**src/hw/mopc_defs.vh**
```
`ifndef MOPC_DEFS_VH
`define MOPC_DEFS_VH
// analog mode codes {hold, run}
`define MOPC_AM_IC      2'h0
`define MOPC_AM_OP      2'h1
`define MOPC_AM_HOLD    2'h2
// logic mode codes {halt, run}
`define MOPC_LM_LOAD    2'h0
`define MOPC_LM_RUN     2'h1
`define MOPC_LM_STOP    2'h2
// reset values
`define MOPC_AM_RESET   2'h0
`define MOPC_LM_RESET   2'h0
`define MOPC_TS_RESET   2'h0
`endif

```
**src/hw/mopc_integ_ctl.v**
```verilog
`include "mopc_defs.vh"
// ----------------------------------------------------------------
// per-integrator mode resolution
// ----------------------------------------------------------------
module mopc_integ_ctl #(
    parameter N_INTEG = 4
) (
    input  wire [N_INTEG-1:0] hold_drv,
    input  wire [N_INTEG-1:0] hold_val,
    input  wire [N_INTEG-1:0] run_drv,
    input  wire [N_INTEG-1:0] run_val,
    input  wire [1:0]         console_mode,
    input  wire               freeze,
    output reg  [N_INTEG-1:0] integ_hold,
    output reg  [N_INTEG-1:0] integ_run
);
    integer i;
    reg     h;
    reg     r;
    always @*
    begin
        integ_hold = {N_INTEG{1'b0}};
        integ_run  = {N_INTEG{1'b0}};
        h = 1'b0;
        r = 1'b0;
        for (i = 0; i < N_INTEG; i = i + 1)
        begin
            // undriven controls keep the console value
            h = hold_drv[i] ? hold_val[i] : console_mode[1];
            r = run_drv[i]  ? run_val[i]  : console_mode[0];
            if (freeze)
            begin
                integ_hold[i] = 1'b1;
                integ_run[i]  = 1'b0;
            end
            else if (h)
            begin
                integ_hold[i] = 1'b1;
                integ_run[i]  = 1'b0;
            end
            else
            begin
                integ_hold[i] = 1'b0;
                integ_run[i]  = r;
            end
        end
    end
endmodule // mopc_integ_ctl

```
**src/hw/mopc_mode_ctl.v**
```verilog
`include "mopc_defs.vh"
module mopc_mode_ctl #(
    parameter N_INTEG = 4
) (
    input  wire               clk,
    input  wire               rst_n,
    // panel, timer and host sources
    input  wire [1:0]         panel_analog_mode,
    input  wire [1:0]         timer_analog_mode,
    input  wire               timer_driven_execution,
    input  wire               host_analog_valid,
    input  wire [1:0]         host_analog_mode,
    input  wire [1:0]         sys_logic_mode_in,
    input  wire               overload_in,
    input  wire               autohold_button,
    input  wire               stop_button,
    // console patched controls
    input  wire               console_mode_override_en,
    input  wire               console_master_freeze_in,
    input  wire               console_hold_in,
    input  wire               console_run_in,
    input  wire               console_logic_override_en,
    input  wire               console_halt_in,
    input  wire               console_logic_run_in,
    input  wire               console_tscale_override_en,
    input  wire [1:0]         sys_tscale_in,
    input  wire [1:0]         console_tscale_in,
    // per-integrator patched controls
    input  wire [N_INTEG-1:0] integ_hold_drv,
    input  wire [N_INTEG-1:0] integ_hold_val,
    input  wire [N_INTEG-1:0] integ_run_drv,
    input  wire [N_INTEG-1:0] integ_run_val,
    // outputs
    output reg                sys_hold_out,
    output reg                sys_run_out,
    output reg                sys_freeze_out,
    output reg                sys_logic_halt_out,
    output reg                sys_logic_run_out,
    output reg  [1:0]         ind_analog_mode,
    output reg  [1:0]         ind_logic_mode,
    output reg  [1:0]         ind_tscale,
    output reg                console_freeze_out,
    output reg  [N_INTEG-1:0] integ_hold_out,
    output reg  [N_INTEG-1:0] integ_run_out
);
    // ------------------------------------------------------------
    // helpers
    // ------------------------------------------------------------
    // hold-first decode of a two-bit patched pair
    function [1:0] mopc_decode;
        input hi;
        input lo;
        begin
            if (hi)
                mopc_decode = 2'h2;
            else if (lo)
                mopc_decode = 2'h1;
            else
                mopc_decode = 2'h0;
        end
    endfunction

    // illegal 11 code folds to hold/stop
    function [1:0] mopc_clean;
        input [1:0] m;
        begin
            mopc_clean = m[1] ? 2'h2 : m;
        end
    endfunction

    // ------------------------------------------------------------
    // system level resolution
    // ------------------------------------------------------------
    // source codes for the system analog mode
    localparam SRC_PANEL = 2'h0;
    localparam SRC_TIMER = 2'h1;
    localparam SRC_HOST  = 2'h2;

    reg  [1:0]         sys_src;
    reg  [1:0]         sys_analog;
    reg  [1:0]         sys_logic;
    reg  [1:0]         console_analog;
    reg  [1:0]         console_logic;
    reg  [1:0]         tscale;
    reg                console_freeze_request;
    reg                overload_freeze;
    reg                stop_freeze;
    reg                panel_freeze;
    reg                freeze;
    reg  [1:0]         ind_analog_next;
    wire [N_INTEG-1:0] ih;
    wire [N_INTEG-1:0] ir;

    // host above timer, timer above panel
    always @*
    begin
        if (host_analog_valid)
        begin
            sys_src = SRC_HOST;
        end
        else if (timer_driven_execution)
        begin
            sys_src = SRC_TIMER;
        end
        else
        begin
            sys_src = SRC_PANEL;
        end
    end

    always @*
    begin
        case (sys_src)
            SRC_HOST:
            begin
                sys_analog = mopc_clean(host_analog_mode);
            end
            SRC_TIMER:
            begin
                sys_analog = mopc_clean(timer_analog_mode);
            end
            SRC_PANEL:
            begin
                sys_analog = mopc_clean(panel_analog_mode);
            end
            default:
            begin
                sys_analog = `MOPC_AM_HOLD;
            end
        endcase
    end

    always @*
    begin
        sys_logic = mopc_clean(sys_logic_mode_in);
    end

    // ------------------------------------------------------------
    // console level, downstream of system
    // ------------------------------------------------------------
    // unpatched console inputs arrive as junk from the patch side
    always @*
    begin
        if (console_mode_override_en)
        begin
            console_analog = mopc_decode(console_hold_in,
                                         console_run_in);
        end
        else
        begin
            console_analog = sys_analog;
        end
    end

    always @*
    begin
        if (console_logic_override_en)
        begin
            console_logic = mopc_decode(console_halt_in,
                                        console_logic_run_in);
        end
        else
        begin
            console_logic = sys_logic;
        end
    end

    always @*
    begin
        if (console_tscale_override_en)
        begin
            tscale = console_tscale_in;
        end
        else
        begin
            tscale = sys_tscale_in;
        end
    end

    // ------------------------------------------------------------
    // master hold sources
    // ------------------------------------------------------------
    always @*
    begin
        console_freeze_request = console_mode_override_en &
                                 console_master_freeze_in;
        overload_freeze        = overload_in & autohold_button;
        stop_freeze            = stop_button & timer_driven_execution;
        if (console_mode_override_en)
        begin
            // panel sources have no say under override
            panel_freeze = 1'b0;
        end
        else
        begin
            panel_freeze = overload_freeze | stop_freeze;
        end
        freeze = console_freeze_request | panel_freeze;
    end

    // master hold shows as hold on the console indicator
    always @*
    begin
        if (freeze)
        begin
            ind_analog_next = `MOPC_AM_HOLD;
        end
        else
        begin
            ind_analog_next = console_analog;
        end
    end

    // ------------------------------------------------------------
    // individual integrators
    // ------------------------------------------------------------
    mopc_integ_ctl #(
        .N_INTEG (N_INTEG)
    ) u_integ (
        .hold_drv     (integ_hold_drv),
        .hold_val     (integ_hold_val),
        .run_drv      (integ_run_drv),
        .run_val      (integ_run_val),
        .console_mode (console_analog),
        .freeze       (freeze),
        .integ_hold   (ih),
        .integ_run    (ir)
    );

    // ------------------------------------------------------------
    // system mode output registers
    // ------------------------------------------------------------
    always @(posedge clk)
    begin
        if (!rst_n)
        begin
            sys_hold_out       <= 1'b0;
            sys_run_out        <= 1'b0;
            sys_logic_halt_out <= 1'b0;
            sys_logic_run_out  <= 1'b0;
        end
        else
        begin
            sys_hold_out       <= sys_analog[1];
            sys_run_out        <= sys_analog[0];
            sys_logic_halt_out <= sys_logic[1];
            sys_logic_run_out  <= sys_logic[0];
        end
    end

    // ------------------------------------------------------------
    // master hold flag registers
    // ------------------------------------------------------------
    always @(posedge clk)
    begin
        if (!rst_n)
        begin
            sys_freeze_out     <= 1'b0;
            console_freeze_out <= 1'b0;
        end
        else
        begin
            sys_freeze_out     <= freeze;
            console_freeze_out <= freeze;
        end
    end

    // ------------------------------------------------------------
    // indicator registers
    // ------------------------------------------------------------
    always @(posedge clk)
    begin
        if (!rst_n)
        begin
            ind_analog_mode <= `MOPC_AM_RESET;
            ind_logic_mode  <= `MOPC_LM_RESET;
            ind_tscale      <= `MOPC_TS_RESET;
        end
        else
        begin
            ind_analog_mode <= ind_analog_next;
            ind_logic_mode  <= console_logic;
            ind_tscale      <= tscale;
        end
    end

    // ------------------------------------------------------------
    // integrator mode registers
    // ------------------------------------------------------------
    always @(posedge clk)
    begin
        if (!rst_n)
        begin
            integ_hold_out <= {N_INTEG{1'b0}};
            integ_run_out  <= {N_INTEG{1'b0}};
        end
        else
        begin
            integ_hold_out <= ih;
            integ_run_out  <= ir;
        end
    end
endmodule // mopc_mode_ctl

```
**config.mk**
```make
export PLATFORM = sky130hd
export DESIGN_NAME = mopc_mode_ctl
export DESIGN_NICKNAME = d
export VERILOG_FILES = /design/src/hw/mopc_integ_ctl.v /design/src/hw/mopc_mode_ctl.v
export VERILOG_INCLUDE_DIRS = /design/src /design/src/hw
export SDC_FILE = /design/constraint.sdc
export NUM_CORES = 1
export LEC_CHECK = 0
export BUFFER_PORTS_ARGS = -buffer_cell sky130_fd_sc_hd__buf_2
export CAP_MARGIN = 20
export CELL_PAD_IN_SITES_DETAIL_PLACEMENT = 1
export CELL_PAD_IN_SITES_GLOBAL_PLACEMENT = 2
export CORE_ASPECT_RATIO = 1.75
export CORE_MARGIN = 2
export CORE_UTILIZATION = 20
export CTS_BUF_LIST = sky130_fd_sc_hd__clkbuf_8
export DETAILED_ROUTE_END_ITERATION = 6
export PLACE_DENSITY_LB_ADDON = 0.1
export SLEW_MARGIN = 30
export SYNTH_ARGS = -nofsm -noshare
export SYNTH_HDL_FRONTEND = slang
export SYNTH_HIERARCHICAL = 1
export SYNTH_SLANG_ARGS = --single-unit
```
**constraint.sdc**
```tcl
create_clock -name clk -period 1.5 [get_ports clk]
set_input_delay 0.375 -clock clk [delete_from_list [all_inputs] [get_ports clk]]
set_output_delay 0.375 -clock clk [all_outputs]
set_load 0.005 [all_outputs]
```
; Word level (Yosys, flattened, before mapping)
; Index checks and enable logic that the tools add are counted.
[op_classes]
div = 0
n_mux = 32
addsub = 0
bitwise = 6
order_cmp = 0
shift = 0
multipliers = 0
n_eq_ne = 2
n_reduce_logical = 6
[op_table]
columns = op, count
row1 = $mux 2, 11
row2 = $mux 1, 20
row3 = $reduce_or 3->1, 4
row4 = $pmux 2 s3, 1
row5 = $and 1x1->1, 3
row6 = $eq 2x1->1 const B, 1
row7 = $eq 2x2->1 const B, 1
row8 = $logic_not 2->1, 1
row9 = $or 1x1->1, 2
row10 = $reduce_or 2->1, 1
row11 = $not 1->1, 1
[totals]
mem_bits_rw = 0
n_memories = 0
regBits = 19
latch_bits = 0
mem_bits_ro = 0

; Logic depth before layout (Yosys ltp)
; Gate-level depths: netlist of the first run.
[depth]
word_depth = 8
ltp_mapped = 6

; By module
; The synthesis of the first run kept the hierarchy.
[by_module_without_submodules]
columns = module, instances, cells_per_inst, seq_area_each_um2, area_per_inst_um2
row1 = mopc_mode_ctl, 1, 62, 380.4, 705.7
row2 = mopc_integ_ctl, 1, 16, 0.0, 160.2

; Least setup slack after synthesis of the first run
; Ideal clock, no wire load.
[synth_path]
kind = input-to-reg
startpoint = in timer_driven_execution
endpoint = reg integ_run_out[0]
arrival_ns = 1.515
path_slack_ns = -0.074
cell_stages = 6
setup_time_ns = 0.059
t_required_ns = 1.441
path_cell_list = mux2_4 > mux2i_4 > o21ai_1 > nor2b_1 > a2111oi_2 > and2_1
[synth_via]
elab_chain_len = 7
[synth_rtl]
columns = element, line
row1 = from (decl), mopc_mode_ctl.v:10  ; input wire timer_driven_execution,
row2 = $mux 1 (*), mopc_mode_ctl.v:101  ; else if (timer_driven_execution)
row3 = $mux 2 (*), mopc_mode_ctl.v:97  ; if (host_analog_valid)
row4 = "$eq 2x1->1, or another cell as far along", --
row5 = $pmux 2 s3 (*), mopc_mode_ctl.v:113  ; case (sys_src)
row6 = $mux 2 (*), mopc_mode_ctl.v:144  ; if (console_mode_override_en)
row7 = named net console_analog[1], mopc_mode_ctl.v:82  ; reg [1:0] console_analog;
row8 = $mux 1 (*), mopc_integ_ctl.v:29  ; h = hold_drv[i] ? hold_val[i] : console_mode[1];
row9 = $reduce_or 3->1 (no line) (*), --
row10 = to (signal assigned), mopc_mode_ctl.v:295  ; integ_run_out <= {N_INTEG{1'b0}};
row11 = to (signal assigned), mopc_mode_ctl.v:300  ; integ_run_out <= ir;
row12 = to (decl), mopc_mode_ctl.v:44  ; output reg [N_INTEG-1:0] integ_run_out
; Mark *: on every way through the listed nets, which the timed path passes. The rest lies on a longest branch.
; A chain may end at the register's enable or synchronous reset.

; Final worst setup path of the first run
[layout_path]
startpoint = in timer_driven_execution
endpoint = reg integ_hold_out[1]
[layout_via]
elab_chain_len = 8
[layout_rtl]
columns = element, line
row1 = $mux 1 (*), mopc_mode_ctl.v:101
row2 = $mux 2 (*), mopc_mode_ctl.v:97
row3 = "$eq 2x1->1, or another cell as far along", --
row4 = $pmux 2 s3 (*), mopc_mode_ctl.v:113
row5 = $mux 2 (*), mopc_mode_ctl.v:144
row6 = named net console_analog[1], mopc_mode_ctl.v:82
row7 = $mux 1 (*), mopc_integ_ctl.v:29
row8 = $mux 1 (*), mopc_integ_ctl.v:36  ; else if (h)
row9 = $mux 1 (*), mopc_integ_ctl.v:31  ; if (freeze)
row10 = named net ih[1], mopc_mode_ctl.v:91  ; wire [N_INTEG-1:0] ih;
row11 = to (signal assigned), mopc_mode_ctl.v:294  ; integ_hold_out <= {N_INTEG{1'b0}};
row12 = to (signal assigned), mopc_mode_ctl.v:299  ; integ_hold_out <= ih;
row13 = to (decl), mopc_mode_ctl.v:43  ; output reg [N_INTEG-1:0] integ_hold_out,
; Marks and branches as above.

==> results of run 1 <==
-- metal layers --
layer / up-vias / GRT usage / routed length [um]
met1: 418 / 0.1162 / 873
met3: 4 / 0.01809 / 195
met5: - / 0 / 0
li1: 432 / - / -
met4: 0 / 0.05556 / 43
met2: 39 / 0.2144 / 1535
-- power groups by stage --
| stage | clock [mW] | sequential (mW) | combinational [mW] |
|---|---|---|---|
| finish | 0.355 | 0.542 | 0.268 |
| global route | 0.396 | 0.545 | 0.297 |
| CTS | 0.382 | 0.543 | 0.269 |
| detailed placement | 0 | 0.555 | 0.261 |
| global placement | 0 | 0.553 | 0.255 |
| floorplan | 0 | 0.559 | 0.103 |
-- sequential cells by signal (all words and copies together) (netlist names) --
signal              flops
sys_logic_halt_out      1
sys_logic_run_out       1
integ_run_out           4
console_freeze_out      1
ind_tscale              2
sys_run_out             1
ind_logic_mode          2
sys_hold_out            1
integ_hold_out          4
ind_analog_mode         2
-- cell usage after synthesis (2+ instances only) --
library cell | count | share of area
nor2_1 | 5 | 0.022
dfxtp_1 | 19 | 0.44
mux2i_1 | 7 | 0.081
a2111oi_2 | 4 | 0.069
o21ai_1 | 2 | 0.012
nand2_1 | 2 | 0.0087
nor2b_1 | 4 | 0.029
nor3b_1 | 3 | 0.026
a211oi_2 | 2 | 0.029
a211o_1 | 4 | 0.040
nand3b_1 | 2 | 0.017
and2_1 | 10 | 0.072
-- what timing repair did --
item	CTS	global route
resized for setup	2	5
cloned	0	0
endpoints found under the setup margin	3	7
buffers inserted	1	0
pin swaps	5	3
endpoints found under the hold margin	0	0
-- cell type report --
cell class	instances	area, um2
tap	49	61.31
sequential	19	380.4
timing repair buffer	74	406.6
clock inverter	1	5.005
fill	508	2755
clock buffer	3	41.29
multi-input combinational	55	493.0
inverter	2	7.507
-- final timing paths --
path	startpoint	end	slack [ps]	depth (start not counted)
worst min-delay path	sys_logic_mode_in[1]	sys_logic_run_out	320	2
worst max-delay path	timer_driven_execution	integ_hold_out[1]	20	7
-- worst max-delay path: stages --
cell and delay [ps]:
buf_6 100, mux2_4 300, mux2i_4 180, o21ai_4 100, nor2b_1 160, a211o_1 260
and2_1 150
-- cells by family after synthesis --
| group | Yosys count | share of synthesized area |
|---|---|---|
| flops | 19 | 0.4393 |
| compound gates | 17 | 0.2009 |
| buf+inv | 4 | 0.02167 |
| simple gates | 28 | 0.2009 |
| mux | 10 | 0.1373 |
-- stage by stage --
| step | cell area [um2] | utilization | hold slack (ps) | power, mW |
|---|---|---|---|---|
| after global routing | 1395 | 0.3361 | 318.4 | 1.238 |
| after global placement | 1313 | 0.3163 | 583.5 | 0.8082 |
| final | 1395 | 0.3361 | 317.2 | 1.166 |
| after floorplan | 869.6 | - | 450.5 | 0.6627 |
| after detailed placement | 1313 | 0.3163 | 592.1 | 0.8155 |
| after CTS | 1379 | 0.3322 | 309.9 | 1.195 |
==> metrics.csv, run 1 <==
stage;metric;value;unit
detailed_routing;vias_per_cell;4.399;
sta;setup_tns;0;ps
detailed_routing;drt_iter0_drc;7;
die;die_width;53.74;um
synth;synthArstFlopShare;0;
sta;period_needed;1477;ps
die;start_util;0.2086;
power_and_ir_drop;pwr-share-comb;0.230;
layout;instances_no_fill;203;
synth;synth-edff-count;0;
synth;synth_cells;78;
power_and_ir_drop;p_int;868.6;uW
power_and_ir_drop;seqPwrFrac;0.465;
placement;port_buffers;62;
setup_path;required;1650;ps
sta;setup_viol;0;
placement;place_ws;-332.6;ps
placement;routabilityCongestion;0.6771;
die;dieArea;4892;um2
die;core_area;4150;um2
sta;maxSlewHeadroom;0.5969;
cts;root_buffer;clkbuf_8;
global_route;grt_pass1_wl;4.222;mm
power_and_ir_drop;clockPowerShare;0.305;
placement;hpwl;2.232;mm
synth;synth.yosys.seq_area_share;0.4393;
layout;drive_gt1_frac;0.6234;
sta;hold_violations;0;
synth;syn_area_per_cell;11.10;um2
sta;tightestPinTransition;604.7;ps
die;rows;31;
sta;fin_ws;22.90;ps
layout;final_common_cell;buf_2;
die;fp.dieH;91.04;um
cts;cts_tree;built;
cts;ctsHoldBuffers;0;
global_route;grt_overflow;0;
sta;period_share;0.9847;
setup_path;end_kind;flip-flop;
sta;drv_slew;0;
layout;final_cell_mix;buf_2 (61), dfxtp_1 (19), buf_4 (12), and2_1 (10), mux2i_1 (7);
power_and_ir_drop;power.density;835.8;nW/um2
placement;dpl.cell_count;198;
synth;ys_seq_elements;19;
synth;synth.net_count;121;
synth;synth_ff_type;dfxtp_1;
power_and_ir_drop;leakage;0.6932;nW
detailed_routing;drcViolationCount;0;
cts;cts_buffers;3;
detailed_routing;detail_route.wl_per_cell;13.04;um
layout;nNetsFinal;198;
power_and_ir_drop;swShare;0.2550;
cts;htreeDepth;1;
run_status;status;finished clean;
flow_run;drv_cap;0;
layout;areaGrowthSynthToFinish;61.13;%
setup_path;critPathMaxFanout;4;
cts;path_clk_slew;70;ps
synth;syn-cell-area;865.8;um2
detailed_routing;wirelength;2.648;mm
global_route;antenna_found_initial;0;
power_and_ir_drop;netSwitchingPower;297.3;uW
synth;ys_warn_count;6;
sta;timing.fmax;677.0;MHz
setup_path;startpoint_type;primary input;
cts;clock_path_buffers;2;
global_route;grt_max_degree;12;
detailed_routing;ant_nets;0;
min_path;hp-class;primary input to flip-flop;
global_route;grt_use_total;0.1161;
global_route;grt_pass1_vias;951;
detailed_routing;vias;893;
setup_path;arrival;1630;ps
die;num_io_pins;63;
detailed_routing;dr.pass1.iters;2;
layout;diodes;0;
cts;cts_sinks;19;
power_and_ir_drop;peakVddDrop;0.4329;mV
setup_path;crit_type;primary input to flip-flop;
synth;synth.distinct_cells;26;
sta;grt_setup_unrepaired;no;
Note: power is estimated with default switching activity, not from simulation.
==> inputs of run 2 (changes only) <==
--- a/config.mk
+++ b/config.mk
@@ -15,7 +15,7 @@
 export CORE_UTILIZATION = 20
 export CTS_BUF_LIST = sky130_fd_sc_hd__clkbuf_8
 export DETAILED_ROUTE_END_ITERATION = 6
-export PLACE_DENSITY_LB_ADDON = 0.1
+export PLACE_DENSITY = 0.88
 export SLEW_MARGIN = 30
 export SYNTH_ARGS = -nofsm -noshare
 export SYNTH_HDL_FRONTEND = slang
==> run 2 against run 1 <==
  * Via count is 3.0% lower
  * Non-clock buffer count shrank 2
  * Total power down 0.88%
  * Worst hold slack better by 4.4 ps
  * Critical path depth unchanged
  * Global-route usage decreased by 0.41 points
  * Design area up 2.1%
  * Setup slack gained 57 ps
  * Wire length down 3.3%
  * Sequential cell count unchanged
==> metrics.csv, run 2 (synthesis results as in run 1) <==
stage;metric;value;unit;change
run_status;status;finished clean;;
die;die_width;53.74;um;unchanged
die;fp.dieH;91.04;um;unchanged
detailed_routing;vias_per_cell;4.308;;-2.1%
setup_path;critPathMaxFanout;4;;unchanged
cts;htreeDepth;1;;unchanged
flow_run;drv_cap;0;;unchanged
die;rows;31;;unchanged
layout;top_regs;integ_hold_out: 4 flops, integ_run_out: 4 flops;;
setup_path;startpoint_type;primary input;;
setup_path;crit_slowest_cell;mux2_4;;
setup_path;cp_num_buf_inv;1;;unchanged
min_path;hp-class;primary input to flip-flop;;
sta;timing.fmax;703.9;MHz;+4.0%
sta;period_needed;1421;ps;-56.50 ps
detailed_routing;ant_nets;0;;unchanged
sta;maxSlewHeadroom;0.7682;;+0.1713
layout;final_cell_mix;buf_2 (61), dfxtp_1 (19), buf_4 (10), and2_1 (9), mux2i_1 (7);;
sta;grt_setup_unrepaired;no;;
setup_path;crit_chain;buf_6 > mux2_4 > mux2i_4 > o21ai_4 > nor2b_4 > a211o_1 > and2_1;;
sta;period_share;0.9471;;-0.03767
layout;drive_gt1_frac;0.6447;;+0.02136
sta;fin_ws;79.40;ps;+56.50 ps
layout;final_common_cell;buf_2;;
cts;root_buffer;clkbuf_8;;
cts;path_clk_slew;60;ps;about the same
die;core_area;4150;um2;unchanged
global_route;antenna_found_initial;0;;unchanged
power_and_ir_drop;power.total;1.156;mW;-0.88%
detailed_routing;wirelength;2.560;mm;-3.3%
setup_path;crit_type;primary input to flip-flop;;
min_path;min_to;sys_logic_run_out;;
global_route;grt_use_total;0.1120;;-0.004060
cts;cts_setup_buffers;0;;-1
cts;cts_sinks;19;;unchanged
setup_path;cp.depth;7;;unchanged
die;dieArea;4892;um2;unchanged
setup_path;cpPeakStageDelay;300;ps;about the same
cts;cts_buffers;3;;unchanged
layout;nNetsFinal;196;;-1.0%
die;start_util;0.2086;;unchanged
layout;final_util;0.3431;;+0.006934
sta;drv_slew;0;;unchanged
detailed_routing;detail_route.wl_per_cell;12.74;um;-2.4%
global_route;grt_util_met2;0.2073;;-0.007114
power_and_ir_drop;peakVddDrop;0.3783;mV;-13%
placement;hpwl;2.257;mm;+1.1%
global_route;top_usage_layer;met2;;
placement;routabilityCongestion;0.6625;;-2.2%
global_route;grt_overflow;0;;unchanged
min_path;min_path_cells;2;;unchanged
placement;dpl.cell_count;197;;-0.51%
layout;areaGrowthSynthToFinish;64.45;%;
cts;cts_tree;built;;
global_route;grt_max_degree;12;;unchanged
min_path;hp-start;sys_logic_mode_in[1];;
die;num_io_pins;63;;unchanged
layout;diodes;0;;unchanged
placement;place_ws;-302.7;ps;+29.89 ps
detailed_routing;dr.pass1.iters;2;;unchanged
sta;tightestPinTransition;347.0;ps;-257.7 ps
global_route;grt_pass1_vias;924;;-2.8%
global_route;gr-usage-met1;0.1053;;-0.01089
placement;port_buffers;62;;unchanged
sta;timing.hold.ws;321.5;ps;+4.380 ps
power_and_ir_drop;power.density;811.7;nW/um2;-2.9%
detailed_routing;vias;866;;-3.0%
setup_path;end_kind;flip-flop;;
power_and_ir_drop;leakage;0.7025;nW;+1.3%
detailed_routing;drt_iter0_drc;1;;-6
cts;clock_path_buffers;2;;unchanged
sta;hold_violations;0;;unchanged
global_route;grt_pass1_wl;4.022;mm;-4.7%
setup_path;required;1640;ps;about the same
layout;instances_no_fill;201;;-0.99%
detailed_routing;drcViolationCount;0;;unchanged
setup_path;arrival;1560;ps;-70 ps
setup_path;crit_family;multiplexers;;
global_route;met3_usage;0.01974;;+0.001645
sta;setup_viol;0;;unchanged
==> run 2: per-layer routing <==
metal  up-vias  routed length [um]
met4         0                  59
met2        30                1546
met3         4                 144
met5         -                   0
met1       404                 810
li1        428                   -
==> run 2: how the worst max path moves through the flow <==
| stage | startpoint | end |
|---|---|---|
| after floorplan | timer_driven_execution | integ_run_out[0] |
| after global placement | timer_driven_execution | integ_run_out[2] |
| after detailed placement | timer_driven_execution | integ_run_out[0] |
| after CTS | timer_driven_execution | integ_hold_out[0] |
| after global routing | timer_driven_execution | integ_run_out[2] |
| final | timer_driven_execution | integ_hold_out[2] |
==> run 2: stage by stage <==
step	setup TNS, ps	instance area [um2]
6_report	0	1424
5_1_grt	0	1424
4_1_cts	-49.77	1366
3_5_place_dp	-2265	1305
3_3_place_gp	-1917	1305
2_1_floorplan	-461.7	869.6
==> run 2: layout make-up <==
| cell class | count | area [um2] |
|---|---|---|
| Fill cell | 508 | 2726 |
| Multi-Input combinational cell | 55 | 536.8 |
| Timing Repair Buffer | 72 | 391.6 |
| Sequential cell | 19 | 380.4 |
| Tap cell | 49 | 61.31 |
| Clock buffer | 3 | 41.29 |
| Inverter | 2 | 7.507 |
| Clock inverter | 1 | 5.005 |
==> run 2: repair_timing <==
item                       4_1_cts  5_1_grt
pin swaps                       10        4
gates cloned                     0        0
hold buffers                     0        0
gates resized for setup          4       12
setup endpoints to repair        5        8
==> run 2: power breakdown <==
part / switching [mW] / internal, mW
clock: 0.148 / 0.184
combinational: 0.125 / 0.155
sequential: 0.00742 / 0.536
